===== src/verilog/flash_cfg_defines.svh =====
// Command codes, field positions, reset values and timing counts of the
// enhanced volatile configuration block.
// Assumes nothing; included by bare name from the package, the configuration block and its bench.
`ifndef FLASH_CFG_DEFINES_SVH
`define FLASH_CFG_DEFINES_SVH

// ==================================================================
// Register layout
`define CFG_QUAD_BIT 7
`define CFG_DUAL_BIT 6
`define CFG_RSVD_BIT 5
`define CFG_HOLD_BIT 4
`define CFG_ACCEL_BIT 3
`define CFG_DRIVE_MSB 2
`define CFG_DRIVE_LSB 0
`define CFG_RESET_VAL 8'hDF
`define CFG_WRITE_MASK 8'hDF

// ==================================================================
// Command codes, plain defaults for the module parameters
`define OP_WRITE_CFG 8'hA1
`define OP_QUAD_PAGE_PROG 8'hA2
`define OP_QUAD_FAST_PROG 8'hA3
`define OP_QUAD_EXT_FAST_PROG 8'hA4
`define OP_SECTOR_ERASE 8'hA5
`define OP_SUBSECTOR_ERASE 8'hA6
`define OP_BULK_ERASE 8'hA7

// Opcode, three address bytes and at least one data byte.
`define PROG_MIN_BYTES 3'd5

// ==================================================================
// Timing
`define CLK_HZ 50000000
`define VPP_TIMEOUT_MS 200
`define VPP_TIMEOUT_CYC ((`CLK_HZ / 1000) * `VPP_TIMEOUT_MS)

`endif


===== src/verilog/flash_cfg_pkg.sv =====
// Types shared by the configuration block and its lane shifter.
// Assumes the defines header sits in the include path.
`include "flash_cfg_defines.svh"

package flash_cfg_pkg;

    // Command protocol on the serial lines.
    typedef enum logic [1:0] {
        PROTO_EXT,
        PROTO_DUAL,
        PROTO_QUAD
    } proto_e;

    // Enhanced volatile configuration byte, bit 7 first.
    typedef struct packed {
        logic quad_off;
        logic dual_off;
        logic rsvd;
        logic hold_en;
        logic accel_off;
        logic [2:0] drive;
    } cfg_s;

    // Synchronised serial pins.
    typedef struct packed {
        logic cs_n;
        logic sck;
        logic vpp_high;
        logic [3:0] dq;
    } pins_s;

endpackage : flash_cfg_pkg


===== src/verilog/spi_lane_shifter.sv =====
// Serial-to-parallel shifter taking one, two or four bits per clock edge.
// Assumes shift is a one-cycle strobe on the system clock and din is
// already synchronised.
`timescale 1ns/100ps
`default_nettype none

module spi_lane_shifter
    import flash_cfg_pkg::*;
#(
    parameter int W = 8
) (
    input wire logic clk,
    input wire logic resetn,
    input wire logic ce,
    input wire logic clear,
    input wire logic shift,
    input wire proto_e mode,
    input wire logic [3:0] din,
    output logic [W-1:0] word_r,
    output logic done_r
);

    localparam int CW = $clog2(W) + 2;

    logic [CW-1:0] cnt_r;
    logic [CW-1:0] step;
    logic [CW-1:0] cnt_nxt;
    logic [W-1:0] shifted;
    logic full;

    // ==============================================================
    // Lane selection: most significant lane arrives first.
    assign step = (mode == PROTO_QUAD) ? CW'(4) :
                  (mode == PROTO_DUAL) ? CW'(2) : CW'(1);
    assign shifted = (mode == PROTO_QUAD) ? {word_r[W-5:0], din} :
                     (mode == PROTO_DUAL) ? {word_r[W-3:0], din[1:0]} :
                     {word_r[W-2:0], din[0]};
    assign cnt_nxt = cnt_r + step;
    assign full = (cnt_nxt >= CW'(W));

    // ==============================================================
    // Shift and count; done pulses with the completed word.
    always_ff @(posedge clk or negedge resetn) begin
        if (!resetn) begin
            cnt_r <= '0;
            word_r <= '0;
            done_r <= 1'b0;
        end else if (ce) begin
            done_r <= shift & full & ~clear;
            if (clear) begin
                cnt_r <= '0;
            end else if (shift) begin
                word_r <= shifted;
                cnt_r <= full ? '0 : cnt_nxt;
            end
        end
    end

endmodule : spi_lane_shifter

`default_nettype wire


===== src/verilog/enhanced_volatile_config.sv =====
// Enhanced volatile configuration register of a serial flash, with
// protocol selection, hold/reset enable, accelerating-voltage control and
// the accelerating-voltage timeout.
// Assumes serial pins and the high-voltage comparator are asynchronous to
// clk; non-volatile defaults and the error clear come from clk logic.
`timescale 1ns/100ps
`default_nettype none

`include "flash_cfg_defines.svh"

module enhanced_volatile_config
    import flash_cfg_pkg::*;
#(
    parameter int TIMEOUT_CYCLES = `VPP_TIMEOUT_CYC,
    parameter int TIMER_W = 24,
    parameter logic [7:0] OP_WRITE = `OP_WRITE_CFG,
    parameter logic [7:0] OP_QPP = `OP_QUAD_PAGE_PROG,
    parameter logic [7:0] OP_QFP = `OP_QUAD_FAST_PROG,
    parameter logic [7:0] OP_QEFP = `OP_QUAD_EXT_FAST_PROG,
    parameter logic [7:0] OP_SE = `OP_SECTOR_ERASE,
    parameter logic [7:0] OP_SSE = `OP_SUBSECTOR_ERASE,
    parameter logic [7:0] OP_BE = `OP_BULK_ERASE
) (
    input wire logic clk,
    input wire logic resetn,
    input wire logic ce,
    input wire logic cs_n_pin,
    input wire logic sck_pin,
    input wire logic [3:0] dq_pin,
    input wire logic vpp_high_pin,
    input wire logic nonvolatile_config_reg_hold_en,
    input wire logic [2:0] nonvolatile_config_reg_drive,
    input wire logic vpp_error_clear,
    output cfg_s cfg_r,
    output proto_e active_proto_r,
    output logic hold_reset_en_r,
    output logic [2:0] drive_code_r,
    output logic io2_accel_pin_en_r,
    output logic temp_ext_r,
    output logic accel_active_r,
    output logic vpp_error_r
);

    // ==============================================================
    // Pin synchronisers
    pins_s sync1_r;
    pins_s sync2_r;
    logic sck_d_r;
    logic cs_d_r;
    logic vpp_d_r;

    // Stage one feeds stage two only; edges are taken from stage two.
    always_ff @(posedge clk or negedge resetn) begin
        if (!resetn) begin
            sync1_r <= '{cs_n: 1'b1, sck: 1'b0, vpp_high: 1'b0, dq: 4'h0};
            sync2_r <= '{cs_n: 1'b1, sck: 1'b0, vpp_high: 1'b0, dq: 4'h0};
            sck_d_r <= 1'b0;
            cs_d_r <= 1'b1;
            vpp_d_r <= 1'b0;
        end else if (ce) begin
            sync1_r <= '{cs_n: cs_n_pin, sck: sck_pin,
                         vpp_high: vpp_high_pin, dq: dq_pin};
            sync2_r <= sync1_r;
            sck_d_r <= sync2_r.sck;
            cs_d_r <= sync2_r.cs_n;
            vpp_d_r <= sync2_r.vpp_high;
        end
    end

    logic selected;
    logic sck_rise;
    logic cs_rise;
    logic vpp_hi;
    logic vpp_fall;

    // Edge detection on the synchronised copies.
    assign selected = ~sync2_r.cs_n;
    assign sck_rise = sync2_r.sck & ~sck_d_r & selected;
    assign cs_rise = sync2_r.cs_n & ~cs_d_r;
    assign vpp_hi = sync2_r.vpp_high;
    assign vpp_fall = ~sync2_r.vpp_high & vpp_d_r;

    // ==============================================================
    // Byte assembly in the active protocol
    logic [7:0] rx_byte;
    logic rx_done;

    // Temporary extended mode is part of active_proto_r, so polling and
    // suspend commands are shifted in on one lane while io2 holds Vpp.
    spi_lane_shifter #(
        .W(8)
    ) u_shifter (
        .clk(clk),
        .resetn(resetn),
        .ce(ce),
        .clear(~selected),
        .shift(sck_rise),
        .mode(active_proto_r),
        .din(sync2_r.dq),
        .word_r(rx_byte),
        .done_r(rx_done)
    );

    logic [2:0] byte_cnt_r;
    logic [7:0] opcode_r;
    logic [7:0] wr_data_r;
    logic wr_have_r;

    // Frame bookkeeping; the count saturates, larger frames need no more.
    always_ff @(posedge clk or negedge resetn) begin
        if (!resetn) begin
            byte_cnt_r <= 3'd0;
            opcode_r <= 8'h00;
            wr_data_r <= 8'h00;
            wr_have_r <= 1'b0;
        end else if (ce) begin
            if (!selected) begin
                byte_cnt_r <= 3'd0;
                wr_have_r <= 1'b0;
            end else if (rx_done) begin
                if (byte_cnt_r != 3'd7) begin
                    byte_cnt_r <= byte_cnt_r + 3'd1;
                end
                if (byte_cnt_r == 3'd0) begin
                    opcode_r <= rx_byte;
                end
                if (byte_cnt_r == 3'd1 && opcode_r == OP_WRITE) begin
                    wr_data_r <= rx_byte;
                    wr_have_r <= 1'b1;
                end
            end
        end
    end

    // ==============================================================
    // Command classification at deselect
    logic commit;
    logic is_qpp;
    logic is_qfp;
    logic is_erase;
    logic prog_full;
    logic in_quad;
    logic accel_en;
    logic quad_modify;
    logic temp_start;

    // Only a completed data byte commits; a frame cut short is dropped.
    assign commit = cs_rise & wr_have_r & (opcode_r == OP_WRITE);
    assign is_qpp = (opcode_r == OP_QPP);
    assign is_qfp = (opcode_r == OP_QFP) | (opcode_r == OP_QEFP);
    // An empty frame must not replay the opcode left by the last one.
    assign is_erase = ((opcode_r == OP_SE) | (opcode_r == OP_SSE) |
                       (opcode_r == OP_BE)) & (byte_cnt_r != 3'd0);
    assign prog_full = (byte_cnt_r >= `PROG_MIN_BYTES);
    assign in_quad = (active_proto_r == PROTO_QUAD);
    assign accel_en = ~cfg_r.accel_off;
    // Outside quad protocol the enable bit matters for quad fast
    // programs alone; every other command ignores it.
    assign quad_modify = cs_rise & accel_en &
        ((in_quad & (((is_qpp | is_qfp) & prog_full) | is_erase)) |
         (~in_quad & is_qfp & prog_full));
    assign temp_start = cs_rise & accel_en & in_quad &
                        ((is_qpp & prog_full) | is_erase);

    // ==============================================================
    // Configuration register
    cfg_s cfg_wr;
    cfg_s cfg_nxt;
    logic load_pend_r;

    assign cfg_wr = cfg_s'(wr_data_r & `CFG_WRITE_MASK);
    // The non-volatile defaults are caught on the first enabled cycle
    // after reset release, never through the asynchronous reset.
    assign cfg_nxt = load_pend_r ?
        '{quad_off: cfg_r.quad_off, dual_off: cfg_r.dual_off,
          rsvd: 1'b0, hold_en: nonvolatile_config_reg_hold_en,
          accel_off: cfg_r.accel_off, drive: nonvolatile_config_reg_drive} :
        commit ? cfg_wr : cfg_r;

    // Both protocol bits come out of reset at one.
    always_ff @(posedge clk or negedge resetn) begin
        if (!resetn) begin
            cfg_r <= cfg_s'(`CFG_RESET_VAL);
            load_pend_r <= 1'b1;
        end else if (ce) begin
            cfg_r <= cfg_nxt;
            load_pend_r <= 1'b0;
        end
    end

    // ==============================================================
    // Protocol arbitration
    proto_e proto_nxt;

    assign proto_nxt = temp_ext_r ? PROTO_EXT :
                       ~cfg_r.quad_off ? PROTO_QUAD :
                       ~cfg_r.dual_off ? PROTO_DUAL :
                       PROTO_EXT;

    // Output drivers, hold enable and drive code follow the register.
    always_ff @(posedge clk or negedge resetn) begin
        if (!resetn) begin
            active_proto_r <= PROTO_EXT;
            hold_reset_en_r <= 1'b1;
            drive_code_r <= 3'h7;
        end else if (ce) begin
            active_proto_r <= proto_nxt;
            hold_reset_en_r <= cfg_r.hold_en;
            drive_code_r <= cfg_r.drive;
        end
    end

    // ==============================================================
    // Accelerating-voltage window and timeout
    logic timing_r;
    logic [TIMER_W-1:0] timer_r;
    logic expire;
    logic got_vpp;

    assign got_vpp = timing_r & vpp_hi;
    assign expire = timing_r & ~vpp_hi & (timer_r == TIMER_W'(1));

    // A new quad modify restarts the window; voltage arriving in time
    // ends it with acceleration, expiry ends it at normal speed.
    always_ff @(posedge clk or negedge resetn) begin
        if (!resetn) begin
            timing_r <= 1'b0;
            timer_r <= '0;
            accel_active_r <= 1'b0;
            io2_accel_pin_en_r <= 1'b0;
        end else if (ce) begin
            io2_accel_pin_en_r <= timing_r | accel_active_r;
            if (quad_modify) begin
                timing_r <= 1'b1;
                timer_r <= TIMER_W'(TIMEOUT_CYCLES);
            end else if (got_vpp | expire) begin
                timing_r <= 1'b0;
            end else if (timing_r) begin
                timer_r <= timer_r - TIMER_W'(1);
            end
            if (got_vpp) begin
                accel_active_r <= 1'b1;
            end else if (vpp_fall) begin
                accel_active_r <= 1'b0;
            end
        end
    end

    // Temporary extended protocol; an expired window also ends it, since
    // the voltage then never rises and could not fall back.
    always_ff @(posedge clk or negedge resetn) begin
        if (!resetn) begin
            temp_ext_r <= 1'b0;
        end else if (ce) begin
            if (temp_start) begin
                temp_ext_r <= 1'b1;
            end else if ((accel_active_r & vpp_fall) | expire) begin
                temp_ext_r <= 1'b0;
            end
        end
    end

    // Sticky error; a new expiry beats a clear in the same cycle.
    always_ff @(posedge clk or negedge resetn) begin
        if (!resetn) begin
            vpp_error_r <= 1'b0;
        end else if (ce) begin
            if (expire) begin
                vpp_error_r <= 1'b1;
            end else if (vpp_error_clear) begin
                vpp_error_r <= 1'b0;
            end
        end
    end
endmodule : enhanced_volatile_config

`default_nettype wire


===== config.mk =====
export PLATFORM = sky130hd
export DESIGN_NAME = enhanced_volatile_config
export DESIGN_NICKNAME = d
export VERILOG_FILES = /design/src/verilog/flash_cfg_pkg.sv /design/src/verilog/spi_lane_shifter.sv /design/src/verilog/enhanced_volatile_config.sv
export VERILOG_INCLUDE_DIRS = /design/src /design/src/verilog
export SDC_FILE = /design/constraint.sdc
export NUM_CORES = 1
export LEC_CHECK = 0
export BUFFER_PORTS_ARGS = -buffer_cell sky130_fd_sc_hd__buf_2
export CAP_MARGIN = 20
export CORE_ASPECT_RATIO = 0.6
export CORE_MARGIN = 1
export CORE_UTILIZATION = 34
export CTS_CLUSTER_SIZE = 14
export DETAILED_ROUTE_END_ITERATION = 10
export PLACE_DENSITY_LB_ADDON = 0.05
export SYNTH_ARGS = -nofsm -noshare
export SYNTH_HDL_FRONTEND = slang
export SYNTH_SLANG_ARGS = --single-unit

===== constraint.sdc =====
create_clock -name clk -period 2.2 [get_ports clk]
set_input_delay 0.66 -clock clk [delete_from_list [all_inputs] [get_ports clk]]
set_output_delay 0.66 -clock clk [all_outputs]
set_load 0.1 [all_outputs]

Word level (Yosys, flattened, before mapping)
Index checks and enable logic that the tools add are counted.
- bits in registers: 95
- input port bits: 15
- output and inout bits: 18
- word-level logic and storage cells: 146
- $add $sub $neg: 3
- $lt $le $gt $ge: 2
- equal/unequal tests: 13
- muxes and demuxes: 29
- bitwise operators: 39
- reduce and logical (&&, ||, !) cells: 26
- operators by type and width (cell ; count):
    $mux W24 ; 3
    $eq A8 B8 Y1 const B ; 7
    $eq A24 B1 Y1 const B ; 1
    $sub A24 B1 Y24 const B ; 1
    $and A1 B1 Y1 ; 22
    $mux W5 ; 4
    $reduce_bool A2 Y1 ; 10
    $mux W8 ; 2
    $reduce_and A3 Y1 ; 5
    $mux W1 ; 12
    $mux W6 ; 2
    $reduce_and A2 Y1 ; 6
    $or A1 B1 Y1 ; 10
    $mux W3 ; 3
    $reduce_and A4 Y1 ; 2
    $not A1 Y1 ; 7
    $mux W2 ; 3
    $add A5 B5 Y5 ; 1
    $ge A5 B4 Y1 const B ; 1
    $add A3 B1 Y3 const B ; 1
    $eq A3 B1 Y1 const B ; 1
    $ge A3 B3 Y1 const B ; 1
    $logic_not A3 Y1 ; 1
    $ne A3 B3 Y1 const B ; 1
    other kinds (5) ; 5

Longest topological paths before layout
Gate-level depths: netlist of the first run.
- depth after elaboration: 10
- gate-level depth with buffers: 9
- mapped depth without buffers: 9

Hierarchy
From an unflattened synthesis of the first run, not the netlist that was laid out.
- cells, all modules: 421
- area total of the unflattened synthesis: 4648.2 um2
- modules (own cells, without submodules) (module ; times used ; cells an instance ; area an instance (um2) ; sequential area each (um2)):
    enhanced_volatile_config ; 1 ; 337 ; 3809.9 ; 1995.7
    spi_lane_shifter ; 1 ; 84 ; 838.3 ; 350.3

Least setup slack after synthesis of the first run
Ideal clock, no wire load.
- kind: reg2reg
- from: register active_proto_r[0]
- to: register u_shifter.cnt_r[0]
- setup time: 122 ps
- arrival: 2584 ps
- data required time: 2078 ps
- slack: -505 ps
- cell stages (with the launch flop): 10
- clock period less this slack: 2705 ps
- cell sequence: dfrtp_1 > inv_1 > ha_1 > ha_1 > inv_1 > fa_1 > nand2_1 > mux2i_1 > a32o_1 > a32o_1
- word-level cells in the longest chain between the ends: 8
- elaborated cells between the ends (all ways): 9
- classes of those cells: add/sub (1); order compare (1); eq/ne (2); mux (5)
- RTL lines (element ; line ; RTL):
    start, declared ; enhanced_volatile_config.sv:35 ; output proto_e active_proto_r,
    start signal, assigned ; enhanced_volatile_config.sv:207 ; active_proto_r <= proto_nxt;
    $eq A2 B1 Y1 ; spi_lane_shifter.sv:34 ; (mode == PROTO_DUAL) ? CW'(2) : CW'(1);
    $mux W2 ; spi_lane_shifter.sv:34 ;
    $mux W5 (*) ; spi_lane_shifter.sv:33 ; assign step = (mode == PROTO_QUAD) ? CW'(4) :
    $add A5 B5 Y5 (*) ; spi_lane_shifter.sv:38 ; assign cnt_nxt = cnt_r + step;
    $ge A5 B4 Y1 ; spi_lane_shifter.sv:39 ; assign full = (cnt_nxt >= CW'(W));
    $mux W5 (*) ; spi_lane_shifter.sv:54 ; cnt_r <= full ? '0 : cnt_nxt;
    $mux W5 (*) ; spi_lane_shifter.sv:52 ; end else if (shift) begin
    $mux W5 (*) ; spi_lane_shifter.sv:50 ; if (clear) begin
    end signal, assigned ; spi_lane_shifter.sv:54 ;
    end, declared ; spi_lane_shifter.sv:25 ; logic [CW-1:0] cnt_r;
Every way passes the cells marked *; elsewhere a longest branch is shown, timed or not. The select of a mux whose other input is x is not followed.
A chain may end at the register's enable or synchronous reset.

Final worst setup path of the first run
- from: register timer_r[4]
- to: register timer_r[22]
- word-level cells in the longest chain between the ends: 5
- elaborated cells between the ends (all ways): 9
- classes of those cells: add/sub (1); eq/ne (2); mux (3); bitwise (2); reduce/logical (1)
- RTL lines (element ; line ; RTL):
    start, declared ; enhanced_volatile_config.sv:216 ; logic [TIMER_W-1:0] timer_r;
    start signal, assigned ; enhanced_volatile_config.sv:235 ; timer_r <= TIMER_W'(TIMEOUT_CYCLES);
    start signal, assigned ; enhanced_volatile_config.sv:239 ; timer_r <= timer_r - TIMER_W'(1);
    branches (longest 5 deep; another with $sub A24 B1 Y24) ; -- ;
Several ways; the timed one is not identified. The select of a mux whose other input is x is not followed.

==> results of run 1 <==
-- routing by layer --
layer  up-vias  global-route usage [%]
met1      1889                    31.1
met2        93                    24.0
li1       1843                       -
met3        11                    3.80
met5         -                       0
met4         0                    4.46
-- cells by family after synthesis --
family                   Yosys count  share of synthesized area (%)
AO/OA/AOI/OAI                    112                           16.4
buffers and inverters             44                           3.90
adder cells (fa/ha/maj)           13                           3.59
flip-flops                        93                           49.5
AND/OR/NAND/NOR                  129                           15.2
other                              1                         0.0791
XOR/XNOR                           1                          0.185
multiplexers                      48                           11.2
-- where the power goes --
group | leakage, nW | switching (mW) | internal (mW)
Combinational | 1.33 | 0.312 | 0.258
Sequential | 1.13 | 0.178 | 1.87
Clock | 0.160 | 0.661 | 1.06
-- registers in the layout, indices dropped and copies added, names as in the netlist, 2 cells and up --
signal / cells
timer_r: 24
drive_code_r: 3
active_proto_r: 2
u_shifter.cnt_r: 5
sync2_r: 6
sync1_r: 7
u_shifter.word_r: 8
cfg_r: 7
opcode_r: 8
wr_data_r: 7
byte_cnt_r: 3
-- synthesized netlist by cell type (2+ instances only) --
cell type / count
sky130_fd_sc_hd__o21ai_0: 26
sky130_fd_sc_hd__o221ai_1: 9
sky130_fd_sc_hd__buf_4: 3
sky130_fd_sc_hd__nand2b_1: 2
sky130_fd_sc_hd__or4_4: 2
sky130_fd_sc_hd__mux2_2: 39
sky130_fd_sc_hd__a21oi_1: 16
sky130_fd_sc_hd__or2_2: 2
sky130_fd_sc_hd__nor4_2: 4
sky130_fd_sc_hd__and2_1: 4
sky130_fd_sc_hd__a32o_1: 4
sky130_fd_sc_hd__a22o_1: 2
sky130_fd_sc_hd__ha_1: 12
sky130_fd_sc_hd__mux2i_1: 9
sky130_fd_sc_hd__o2111ai_1: 5
sky130_fd_sc_hd__nor2b_1: 4
sky130_fd_sc_hd__and3_1: 3
sky130_fd_sc_hd__nand3_1: 12
sky130_fd_sc_hd__nor2_1: 35
sky130_fd_sc_hd__inv_1: 25
sky130_fd_sc_hd__nand4_1: 7
sky130_fd_sc_hd__o2bb2ai_1: 3
sky130_fd_sc_hd__a31oi_1: 7
sky130_fd_sc_hd__nor3_1: 6
sky130_fd_sc_hd__or3_1: 4
sky130_fd_sc_hd__o31ai_1: 4
sky130_fd_sc_hd__nand3b_1: 2
sky130_fd_sc_hd__dfrtp_1: 78
sky130_fd_sc_hd__dfstp_2: 15
sky130_fd_sc_hd__a31o_2: 3
sky130_fd_sc_hd__nor4_1: 3
sky130_fd_sc_hd__o22ai_1: 11
sky130_fd_sc_hd__a221oi_1: 4
sky130_fd_sc_hd__clkbuf_1: 13
sky130_fd_sc_hd__nand2_1: 24
sky130_fd_sc_hd__or4_1: 6
sky130_fd_sc_hd__o211ai_1: 5
-- critical path, cell delays in order (launching register included) --
cell and delay, ps:
sky130_fd_sc_hd__dfrtp_1 400, sky130_fd_sc_hd__or2_1 260, sky130_fd_sc_hd__or4_4 430, sky130_fd_sc_hd__or4_4 570
sky130_fd_sc_hd__a2111oi_2 280, sky130_fd_sc_hd__nand3b_1 160
-- layout make-up --
type / instances / area (sq um)
fillers: 1291 / 7620
flip-flops and latches: 93 / 2360
multi-input cells: 304 / 2270
repair buffers: 102 / 736
clock buffers: 13 / 260
well taps: 175 / 219
inverters: 25 / 93.8
clock inverters: 3 / 68.8
-- final timing paths --
check | startpoint | end | slack (ps) | depth (start not counted)
max | timer_r[4] | timer_r[22] | 50 | 5
max reg2reg | timer_r[4] | timer_r[22] | 50 | 5
min in group clk | sync2_r[0] | u_shifter.word_r[0] | 470 | 2
max in group asynchronous | resetn | cfg_r[3] | 1390 | 2
min reg2reg | sync2_r[0] | u_shifter.word_r[0] | 470 | 2
min | resetn | u_shifter.cnt_r[3] | 230 | 1
-- repair_timing --
item,4_1_cts,5_1_grt
gates cloned,0,0
buffers inserted,0,8
pin swaps,0,4
gates resized for setup,2,14
endpoints found under the setup margin,11,26
-- through the flow --
stage	setup slack, ps	total power [mW]	hold slack [ps]	utilization [%]
detailed placement	-148	2.65	460	40.8
global placement	-83.7	2.63	458	40.8
CTS	4.40	4.39	230	43.2
global route	-5.10	4.56	238	44.1
floorplan	-0.849	2.39	364	-
finish	47.5	4.34	226	44.1
==> results_tabular.tex, run 1 <==
\begin{tabular}{lr}
\hline
Metric & Value \\
\hline
\multicolumn{2}{l}{\textbf{Run status}} \\
\quad Result of the run & completed \\
\multicolumn{2}{l}{\textbf{Synth}} \\
\quad Nets in the synthesized netlist & 469 \\
\quad Yosys top cell area share & 41.2\% \\
\quad Post-synthesis cell type count & between 60 and 70 \\
\quad Top\_reg\_cell synth & sky130\_fd\_sc\_hd\_\_dfrtp\_1 \\
\quad Mean Syn Cell Area & $\sim$11 sq um \\
\quad Share of async-settable or async-resettable flops after synthesis & 100\% \\
\quad Yosys reg bits & 93 \\
\quad Count of flip-flops with a built-in enable after synthesis & 0 \\
\quad Cell count after synthesis & 441 \\
\quad Leading post-synthesis cells by cell area & sky130\_fd\_sc\_hd\_\_dfrtp\_1 (41\%), sky130\_fd\_sc\_hd\_\_mux2\_2 (9.3\%), sky130\_fd\_sc\_hd\_\_dfstp\_2 (8.3\%), sky130\_fd\_sc\_hd\_\_ha\_1 (3.2\%), sky130\_fd\_sc\_hd\_\_nor2\_1 (2.8\%) \\
\quad Sequential fraction of the synthesis area & 49.5\% \\
\quad Netlist Area Pre-Place & between 4000 and 5000 sq um \\
\quad Count of yosys warnings during synthesis & 0 \\
\quad Biggest area consumer among synthesized cells & sky130\_fd\_sc\_hd\_\_dfrtp\_1 \\
\multicolumn{2}{l}{\textbf{Floorplanning}} \\
\quad Placeable core area & 13600 sq um \\
\quad Die Height & 93.5 um \\
\quad I/O pin count & 33 \\
\quad Width of the die & 154 um \\
\quad Die outline area & 14400 sq um \\
\quad Cell Rows & 33 \\
\quad Initial cell density of the core & a little over a third \\
\multicolumn{2}{l}{\textbf{Worst setup path}} \\
\quad Crit path arrival time & 2430 ps \\
\quad Setup crit start kind & register \\
\quad CP Class & reg -> reg \\
\quad Data required, critical path & 2480 ps \\
\quad Kind of capture point of the worst setup path & register \\
\quad Largest fanout on the critical path & 4 \\
\multicolumn{2}{l}{\textbf{Final layout}} \\
\quad Most common library cell in the layout ignoring fill and taps & sky130\_fd\_sc\_hd\_\_dfrtp\_1 \\
\quad Fraction of layout instances using a drive strength above 1 & 37.4\% \\
\quad Final standard cell area without fillers & 6010 sq um \\
\quad Fin nets & 563 \\
\quad Area growth from synthesis to layout & 26.7\% \\
\quad Final antenna diode count & 0 \\
\quad Commonest cells after routing, fill and taps aside & sky130\_fd\_sc\_hd\_\_dfrtp\_1 (74), sky130\_fd\_sc\_hd\_\_buf\_4 (67), sky130\_fd\_sc\_hd\_\_mux2\_2 (39) \\
\quad Post-route insts no fill & 715 \\
\multicolumn{2}{l}{\textbf{Timing}} \\
\quad Hold Fails Final Rpt & 0 \\
\quad Max-slew violation count & 0 \\
\quad Highest clock frequency the design can meet & approximately 460 MHz \\
\quad Worst slew margin relative to its limit & between 40 and 50\% \\
\quad Actual transition at the worst max-transition pin & $\sim$810 ps \\
\quad Final critical path time including I/O delays and setup & 2150 ps \\
\quad \# setup viols final & 0 \\
\quad Setup TNS & 0 ps \\
\quad Fin crit share & 97.8\% \\
\quad Clock Skew & between 5 and 6 ps \\
\multicolumn{2}{l}{\textbf{Placed design}} \\
\quad Cell count after placement & 691 \\
\quad DP Area & $\sim$5600 sq um \\
\quad Final weighted congestion in routability-driven placement & 0.863 \\
\quad Count of port buffers added during placement & 31 \\
\quad HPWL after DPL & $\sim$9500 um \\
\multicolumn{2}{l}{\textbf{Clock network}} \\
\quad Number of sinks on the clock net & between 90 and 100 \\
\quad Clock Pin Slew Worst Setup and Hold Paths & $\sim$70 ps \\
\quad Clock insertion delay at the later pin of the skew report & 340 ps \\
\quad Maximum root-to-sink buffer count & 2 \\
\quad Clock tree from TritonCTS & built \\
\quad Root cell of the clock tree & sky130\_fd\_sc\_hd\_\_clkbuf\_16 \\
\quad Number of hold-repair buffers added at the cts stage & 0 \\
\quad H-tree Lvls & 3 \\
\quad Number of buffers inserted during clock tree synthesis & 9 \\
\multicolumn{2}{l}{\textbf{Detailed routing}} \\
\quad Residual antenna-violating net count after detailed routing & 0 \\
\quad Drt drc & 0 \\
\quad Routed metal-1 wire length & between 7000 and 8000 um \\
\quad Length of routed met2 wiring & between 4000 and 5000 um \\
\quad Per-cell routed wire length & 17.6 um \\
\quad Vias per cell & approximately 5.4 \\
\quad Total wire length & about 13000 um \\
\quad Initial DRC count & roughly 260 \\
\quad Number of detailed-routing iterations run before antenna repair & 5 \\
\quad Met3 WL & around 600 um \\
\quad DR top layer & met4 \\
\quad Count of vias placed by the detailed router & approximately 3800 \\
\multicolumn{2}{l}{\textbf{Hold path}} \\
\quad Min-Delay Path Class & in -> async \\
\multicolumn{2}{l}{\textbf{Flow run}} \\
\quad Max-capacitance violation count & 0 \\
\multicolumn{2}{l}{\textbf{Global routing}} \\
\quad Number of global-route vias before repair & 3694 \\
\quad Grt total ovfl & 0 \\
\quad GR Util All Layers & a little under a fifth \\
\quad Global-route wire length before repair & roughly 21000 um \\
\quad Initial antenna violation count & 0 \\
\quad Maximum number of pins on one net before global-route repair & 35 \\
\multicolumn{2}{l}{\textbf{Pwr}} \\
\quad Maximum vdd drop & roughly 0.00040 V \\
\quad Leak pwr & 2.62 nW \\
\quad Power per cell area & 723 nW/um\^{}2 \\
\hline
\end{tabular}
Note: power is estimated with default switching activity, not from simulation.
==> run 2, diff against run 1 <==
==> constraint.sdc (replaced) <==
create_clock -name clk -period 2 [get_ports clk]
set_input_delay 0.6 -clock clk [delete_from_list [all_inputs] [get_ports clk]]
set_output_delay 0.6 -clock clk [all_outputs]
set_load 0.1 [all_outputs]
==> run 2 against run 1 <==
Effect of this change:
- the run now ends with negative setup slack left
- via count is 2.8% higher
- critical path depth is 4 higher
- critical path type unchanged
- design area is 8.4% higher
- sequential share of layout area is 3.1 points lower
- maximum frequency is 2.8% higher
- highest routed layer unchanged
- register-to-register slack worse by 140 ps
- clock power is 2% higher
- sequential cell count stayed put
- global-route usage is 0.83 points higher
- largest power group unchanged
- cell count is 4.9% higher
- setup slack worse by 140 ps
==> results_tabular.tex, run 2 (synthesized netlist as in run 1, its figures left out) <==
\begin{tabular}{lr}
\hline
Metric & Value \\
\hline
\multicolumn{2}{l}{\textbf{Run status}} \\
\quad Result of the run & finished, violations left \\
\quad Violated checks & negative setup slack \\
\multicolumn{2}{l}{\textbf{Timing}} \\
\quad Highest clock frequency the design can meet & 478 MHz \\
\quad Actual transition at the worst max-transition pin & 1040 ps \\
\quad Final worst slack & -92.9 ps \\
\quad Fin crit share & 105\% \\
\quad Worst slew margin relative to its limit & 29.9\% \\
\quad Setup TNS & -466 ps \\
\quad Max-slew violation count & 0 \\
\quad RSZ-0062 raised after global routing & true \\
\quad Clock Skew & 7.83 ps \\
\quad \# setup viols final & 15 \\
\quad Final critical path time including I/O delays and setup & 2090 ps \\
\quad Hold Fails Final Rpt & 0 \\
\multicolumn{2}{l}{\textbf{Final layout}} \\
\quad Fraction of layout instances using a drive strength above 1 & 45.9\% \\
\quad Commonest cells after routing, fill and taps aside & sky130\_fd\_sc\_hd\_\_buf\_4 (93), sky130\_fd\_sc\_hd\_\_dfrtp\_1 (76), sky130\_fd\_sc\_hd\_\_nor2\_1 (34) \\
\quad Most common library cell in the layout ignoring fill and taps & sky130\_fd\_sc\_hd\_\_buf\_4 \\
\quad Register with the highest flop count & timer\_r \\
\quad Final antenna diode count & 0 \\
\quad Area growth from synthesis to layout & 37.4\% \\
\quad Final standard cell area without fillers & 6520 sq um \\
\quad Leading registers by flop count & timer\_r x24, opcode\_r x8, u\_shifter.word\_r x8 \\
\quad Number of flip-flops under the largest register name & 24 \\
\quad Fill cell instance count of the final layout & around 1200 \\
\quad Post-route insts no fill & between 700 and 800 \\
\quad Fin nets & 598 \\
\multicolumn{2}{l}{\textbf{Clock network}} \\
\quad Clock tree from TritonCTS & built \\
\quad Clock insertion delay at the later pin of the skew report & between 300 and 400 ps \\
\quad Number of sinks on the clock net & 93 \\
\quad Maximum root-to-sink buffer count & 2 \\
\quad Number of buffers inserted during clock tree synthesis & 9 \\
\quad Clock Pin Slew Worst Setup and Hold Paths & $\sim$70 ps \\
\quad H-tree Lvls & 3 \\
\quad Root cell of the clock tree & sky130\_fd\_sc\_hd\_\_clkbuf\_16 \\
\quad Number of hold-repair buffers added at the cts stage & 0 \\
\multicolumn{2}{l}{\textbf{Detailed routing}} \\
\quad Met3 WL & 728 um \\
\quad DR top layer & met4 \\
\quad Length of routed met2 wiring & 4980 um \\
\quad Drt drc & 0 \\
\quad Routed metal-1 wire length & 7770 um \\
\quad Total wire length & around 14000 um \\
\quad Residual antenna-violating net count after detailed routing & 0 \\
\quad Initial DRC count & 190 \\
\quad Vias per cell & between 5 and 6 \\
\quad Count of vias placed by the detailed router & 3945 \\
\quad Number of detailed-routing iterations run before antenna repair & 4 \\
\quad Per-cell routed wire length & 18.1 um \\
\multicolumn{2}{l}{\textbf{Floorplanning}} \\
\quad Die Height & 93.5 um \\
\quad I/O pin count & 33 \\
\quad Width of the die & 154 um \\
\quad Cell Rows & 33 \\
\quad Initial cell density of the core & 34.8\% \\
\quad Die outline area & 14400 sq um \\
\quad Placeable core area & 13600 sq um \\
\multicolumn{2}{l}{\textbf{Pwr}} \\
\quad Leak pwr & 2.86 nW \\
\quad Sum of internal, switching and leakage power & roughly 4.7 mW \\
\quad Sequential group share of total power & a little under half \\
\quad Switching share of power & 27.0\% \\
\quad Maximum vdd drop & 0.000470 V \\
\quad Power per cell area & 721 nW/um\^{}2 \\
\quad Logic pwr share & 14.6\% \\
\quad Internal power & 3.43 mW \\
\quad Net switching component of the power & 1.27 mW \\
\quad Clk network pwr share & a little under two fifths \\
\multicolumn{2}{l}{\textbf{Hold path}} \\
\quad Min-Delay Path Class & in -> async \\
\multicolumn{2}{l}{\textbf{Worst setup path}} \\
\quad Setup crit start kind & register \\
\quad Data required, critical path & $\sim$2200 ps \\
\quad Kind of capture point of the worst setup path & register \\
\quad Largest fanout on the critical path & 5 \\
\quad Most common cell on crit path & sky130\_fd\_sc\_hd\_\_buf\_4 \\
\quad CP Class & reg -> reg \\
\quad Worst-case reg-to-reg path depth & 9 \\
\quad Worst-path cell chain & buf\_4 > ha\_4 > or4b\_4 > nor3\_4 > buf\_6 > a31oi\_4 > o21ai\_1 > buf\_4 > o211ai\_1 \\
\quad Crit path arrival time & 2280 ps \\
\quad Crit path max-delay cell type & sky130\_fd\_sc\_hd\_\_or4b\_4 \\
\quad Slowest cell delay on critical path & $\sim$460 ps \\
\multicolumn{2}{l}{\textbf{Placed design}} \\
\quad Cell count after placement & about 720 \\
\quad Final weighted congestion in routability-driven placement & 0.853 \\
\quad Count of port buffers added during placement & 31 \\
\quad HPWL after DPL & 9850 um \\
\quad DP Area & 5900 sq um \\
\multicolumn{2}{l}{\textbf{Global routing}} \\
\quad Global-route wire length before repair & approximately 22000 um \\
\quad Maximum number of pins on one net before global-route repair & 36 \\
\quad GR Util All Layers & roughly a fifth \\
\quad Grt total ovfl & 0 \\
\quad Number of global-route vias before repair & 3783 \\
\quad Initial antenna violation count & 0 \\
\multicolumn{2}{l}{\textbf{Flow run}} \\
\quad Max-capacitance violation count & 0 \\
\hline
\end{tabular}
[run 2: cell count changes in the layout (fill, tap and decap cells not counted), sizes merged]
cell,delta
inv,+1
buf,+35
bufinv,-1
[run 2: critical path, delay by kind of cell, from the launching register on]
kind,cells,cell delay [ps]
simple gates,2,620
buf+inv,3,470
compound gates,3,390
fa+ha+maj,1,110
flops,1,360
[run 2: final timing paths]
| kind | slack [ps] | end | from |
|---|---|---|---|
| setup reg to reg | -90 | timer_r[13] | timer_r[0] |
| setup / recovery | -90 | timer_r[13] | timer_r[0] |
| hold / removal | 190 | u_shifter.word_r[0] | resetn |
| max in group asynchronous | 1200 | sync2_r[6] | resetn |
| hold reg to reg | 480 | u_shifter.word_r[0] | sync2_r[0] |
| min in group clk | 480 | u_shifter.word_r[0] | sync2_r[0] |
[run 2: metal layers]
metal,vias up,track usage [%]
li1,1901,-
met1,1954,33.2
met2,83,24.4
met3,7,4.08
met4,0,3.63
met5,-,0
[run 2: layout make-up]
class                           instances  area (sq um)  area share (%)
Clock buffer                           13           260            3.99
Timing Repair Buffer                  137          1030            15.8
Inverter                               25          98.8            1.52
Clock inverter                          3          43.8           0.672
Sequential cell                        93          2350            36.1
Multi-Input combinational cell        304          2510            38.5
Tap cell                              175           219            3.36
[run 2: power by group through the flow]
| stage | Combinational (mW) | Sequential, mW | Clock, mW |
|---|---|---|---|
| 5_1_grt | 0.779 | 2.27 | 1.89 |
| 4_1_cts | 0.696 | 2.24 | 1.82 |
| 3_3_place_gp | 0.676 | 2.27 | 0 |
| 6_report | 0.687 | 2.25 | 1.76 |
| 3_5_place_dp | 0.693 | 2.28 | 0 |
| 2_1_floorplan | 0.415 | 2.23 | 0 |
[run 2: timing repair]
action | in CTS | in global routing
endpoints found under the setup margin | 35 | 39
setup buffers | 8 | 4
resized for setup | 26 | 28
pin swaps | 14 | 9
gates cloned | 1 | 0
[run 2: through the flow]
stage	utilization (%)	setup slack, ps	hold WS [ps]
4_1_cts	46.7	-63.5	202
5_1_grt	47.8	-159	206
6_report	47.8	-92.9	194
3_3_place_gp	43.3	-332	467
3_5_place_dp	43.3	-278	473
2_1_floorplan	-	-155	304
==> run 3, diff against run 2 <==
--- a/config.mk
+++ b/config.mk
@@ -9,7 +9,7 @@
 export BUFFER_PORTS_ARGS = -buffer_cell sky130_fd_sc_hd__buf_2
 export CAP_MARGIN = 20
 export CORE_ASPECT_RATIO = 0.6
-export CORE_MARGIN = 1
+export CORE_MARGIN = 8
 export CORE_UTILIZATION = 34
 export CTS_CLUSTER_SIZE = 14
 export DETAILED_ROUTE_END_ITERATION = 10
==> constraint.sdc (replaced) <==
create_clock -name clk -period 2.5 [get_ports clk]
set_input_delay 0.75 -clock clk [delete_from_list [all_inputs] [get_ports clk]]
set_output_delay 0.75 -clock clk [all_outputs]
set_load 0.1 [all_outputs]
==> run 3 against run 2 <==
Effect of this change:
- the run now ends clean
- power decreased by 22%
- register-to-register slack improved by 230 ps
- setup slack improved by 230 ps
- sequential cell count unchanged
- critical path type unchanged
==> results_tabular.tex, run 3 (synthesized netlist as in run 1, its figures left out) <==
\begin{tabular}{lr}
\hline
Metric & Value \\
\hline
\multicolumn{2}{l}{\textbf{Final layout}} \\
\quad Number of flip-flops under the largest register name & 24 \\
\quad Commonest cells after routing, fill and taps aside & sky130\_fd\_sc\_hd\_\_dfrtp\_1 (76), sky130\_fd\_sc\_hd\_\_mux2\_2 (39), sky130\_fd\_sc\_hd\_\_nor2\_1 (35) \\
\quad Register with the highest flop count & timer\_r \\
\quad Area growth from synthesis to layout & 18.2\% \\
\quad Fin nets & 524 \\
\quad Leading registers by flop count & timer\_r x24, opcode\_r x8, u\_shifter.word\_r x8 \\
\quad Most common library cell in the layout ignoring fill and taps & sky130\_fd\_sc\_hd\_\_dfrtp\_1 \\
\quad Final antenna diode count & 0 \\
\quad Fraction of layout instances using a drive strength above 1 & 31.1\% \\
\multicolumn{2}{l}{\textbf{Global routing}} \\
\quad Number of global-route vias before repair & 3555 \\
\quad Initial antenna violation count & 0 \\
\quad Grt total ovfl & 0 \\
\quad Global-route wire length before repair & 20600 um \\
\quad GR Util All Layers & 14.6\% \\
\quad Maximum number of pins on one net before global-route repair & 39 \\
\multicolumn{2}{l}{\textbf{Timing}} \\
\quad Actual transition at the worst max-transition pin & 885 ps \\
\quad Worst slew margin relative to its limit & 40.3\% \\
\quad Max-slew violation count & 0 \\
\quad Hold Fails Final Rpt & 0 \\
\quad Final critical path time including I/O delays and setup & between 2000 and 2500 ps \\
\quad \# setup viols final & 0 \\
\quad Setup TNS & 0 ps \\
\quad Highest clock frequency the design can meet & around 420 MHz \\
\quad RSZ-0062 raised after global routing & false \\
\quad Clock Skew & about 6.3 ps \\
\quad Fin crit share & 94.6\% \\
\quad Final worst slack & 136 ps \\
\multicolumn{2}{l}{\textbf{Detailed routing}} \\
\quad Count of vias placed by the detailed router & 3663 \\
\quad Drt drc & 0 \\
\quad Number of detailed-routing iterations run before antenna repair & 5 \\
\quad Initial DRC count & 295 \\
\quad Vias per cell & 5.42 \\
\quad Residual antenna-violating net count after detailed routing & 0 \\
\quad Total wire length & between 10000 and 15000 um \\
\quad Per-cell routed wire length & 18.4 um \\
\multicolumn{2}{l}{\textbf{Floorplanning}} \\
\quad Cell Rows & 33 \\
\quad Initial cell density of the core & between 30\% and 40\% \\
\quad Die Height & 107 um \\
\quad Die outline area & 18100 sq um \\
\quad Placeable core area & 13600 sq um \\
\quad I/O pin count & 33 \\
\quad Width of the die & between 150 and 200 um \\
\multicolumn{2}{l}{\textbf{Placed design}} \\
\quad Worst Setup Slack post-DPL & roughly 140 ps \\
\quad Final weighted congestion in routability-driven placement & 0.825 \\
\quad HPWL after DPL & 9270 um \\
\quad Count of port buffers added during placement & 31 \\
\multicolumn{2}{l}{\textbf{Pwr}} \\
\quad Leak pwr & 2.42 nW \\
\quad Power per cell area & 654 nW/um\^{}2 \\
\quad Sum of internal, switching and leakage power & around 3.7 mW \\
\quad Maximum vdd drop & between 0.0003 and 0.0004 V \\
\multicolumn{2}{l}{\textbf{Run status}} \\
\quad Result of the run & completed \\
\multicolumn{2}{l}{\textbf{Clock network}} \\
\quad Clock tree from TritonCTS & built \\
\quad Maximum root-to-sink buffer count & 2 \\
\quad H-tree Lvls & 3 \\
\quad Number of buffers inserted during clock tree synthesis & 9 \\
\quad Clock insertion delay at the later pin of the skew report & 340 ps \\
\quad Root cell of the clock tree & sky130\_fd\_sc\_hd\_\_clkbuf\_16 \\
\quad Clock Pin Slew Worst Setup and Hold Paths & 70 ps \\
\quad Number of sinks on the clock net & 93 \\
\multicolumn{2}{l}{\textbf{Worst setup path}} \\
\quad Data required, critical path & 2700 ps \\
\quad Setup crit start kind & register \\
\quad Largest fanout on the critical path & 9 \\
\quad Kind of capture point of the worst setup path & register \\
\quad CP Class & reg -> reg \\
\quad Crit path arrival time & 2560 ps \\
\multicolumn{2}{l}{\textbf{Flow run}} \\
\quad Max-capacitance violation count & 0 \\
\multicolumn{2}{l}{\textbf{Hold path}} \\
\quad Min-Delay Path Class & in -> async \\
\hline
\end{tabular}
run 3: cell type report:
class,count,area [sq um]
fill,1319,8020
sequential,93,2350
multi-input combinational,304,2230
timing repair buffer,63,410
clock buffer,9,225
tap,175,219
inverter,25,93.8
clock inverter,7,81.3
run 3: power by group:
part | total [mW] | internal, mW | switching, mW
Clock | 1.42 | 0.794 | 0.623
Sequential | 1.80 | 1.65 | 0.156
Combinational | 0.449 | 0.197 | 0.252
Total | 3.67 | 2.64 | 1.03
run 3: worst max-delay path, stage by stage (launching register included):
cell and delay (ps):
sky130_fd_sc_hd__dfrtp_1 410, sky130_fd_sc_hd__inv_1 130, sky130_fd_sc_hd__ha_1 150, sky130_fd_sc_hd__or4b_2 640
sky130_fd_sc_hd__nor3_4 150, sky130_fd_sc_hd__buf_4 160, sky130_fd_sc_hd__a31oi_1 130, sky130_fd_sc_hd__buf_4 200
sky130_fd_sc_hd__o2111ai_1 110, sky130_fd_sc_hd__o221ai_1 140
run 3: routing by layer:
layer  routed length (um)  vias to the layer above  global-route usage, %  part of all wire (%)
met2                 4620                       69                   17.3                    37
met3                  696                        6                   3.81                   5.6
met5                    0                        -                      0                     0
met4                   80                        0                   3.74                  0.64
met1                 7060                     1826                   24.1                    57
li1                     -                     1762                      -                     -
run 3: what timing repair did:
action	in CTS	in global routing
hold buffers	0	0
hold endpoints to repair	0	0
resized for setup	0	3
setup endpoints to repair	0	8
setup buffers	0	0
run 3: worst paths after layout:
kind / startpoint / endpoint / slack (ps) / cells past startpoint
worst min register to register: sync2_r[0] / u_shifter.word_r[0] / 470 / 2
min in group clk: sync2_r[0] / u_shifter.word_r[0] / 470 / 2
max in group asynchronous: resetn / opcode_r[5] / 1560 / 2
worst max-delay path: timer_r[1] / timer_r[17] / 140 / 9
worst min-delay path: resetn / timer_r[1] / 300 / 1
worst max register to register: timer_r[1] / timer_r[17] / 140 / 9
run 3: stage by stage:
stage	hold WS [ps]	cells	area [sq um]	utilization, %
final	300	676	5610	41.1
after global routing	302	676	5610	41.1
after CTS	294	676	5590	41.0
after detailed placement	458	660	5280	38.8
after global placement	456	660	5280	38.8
after floorplan	435	441	4750	-
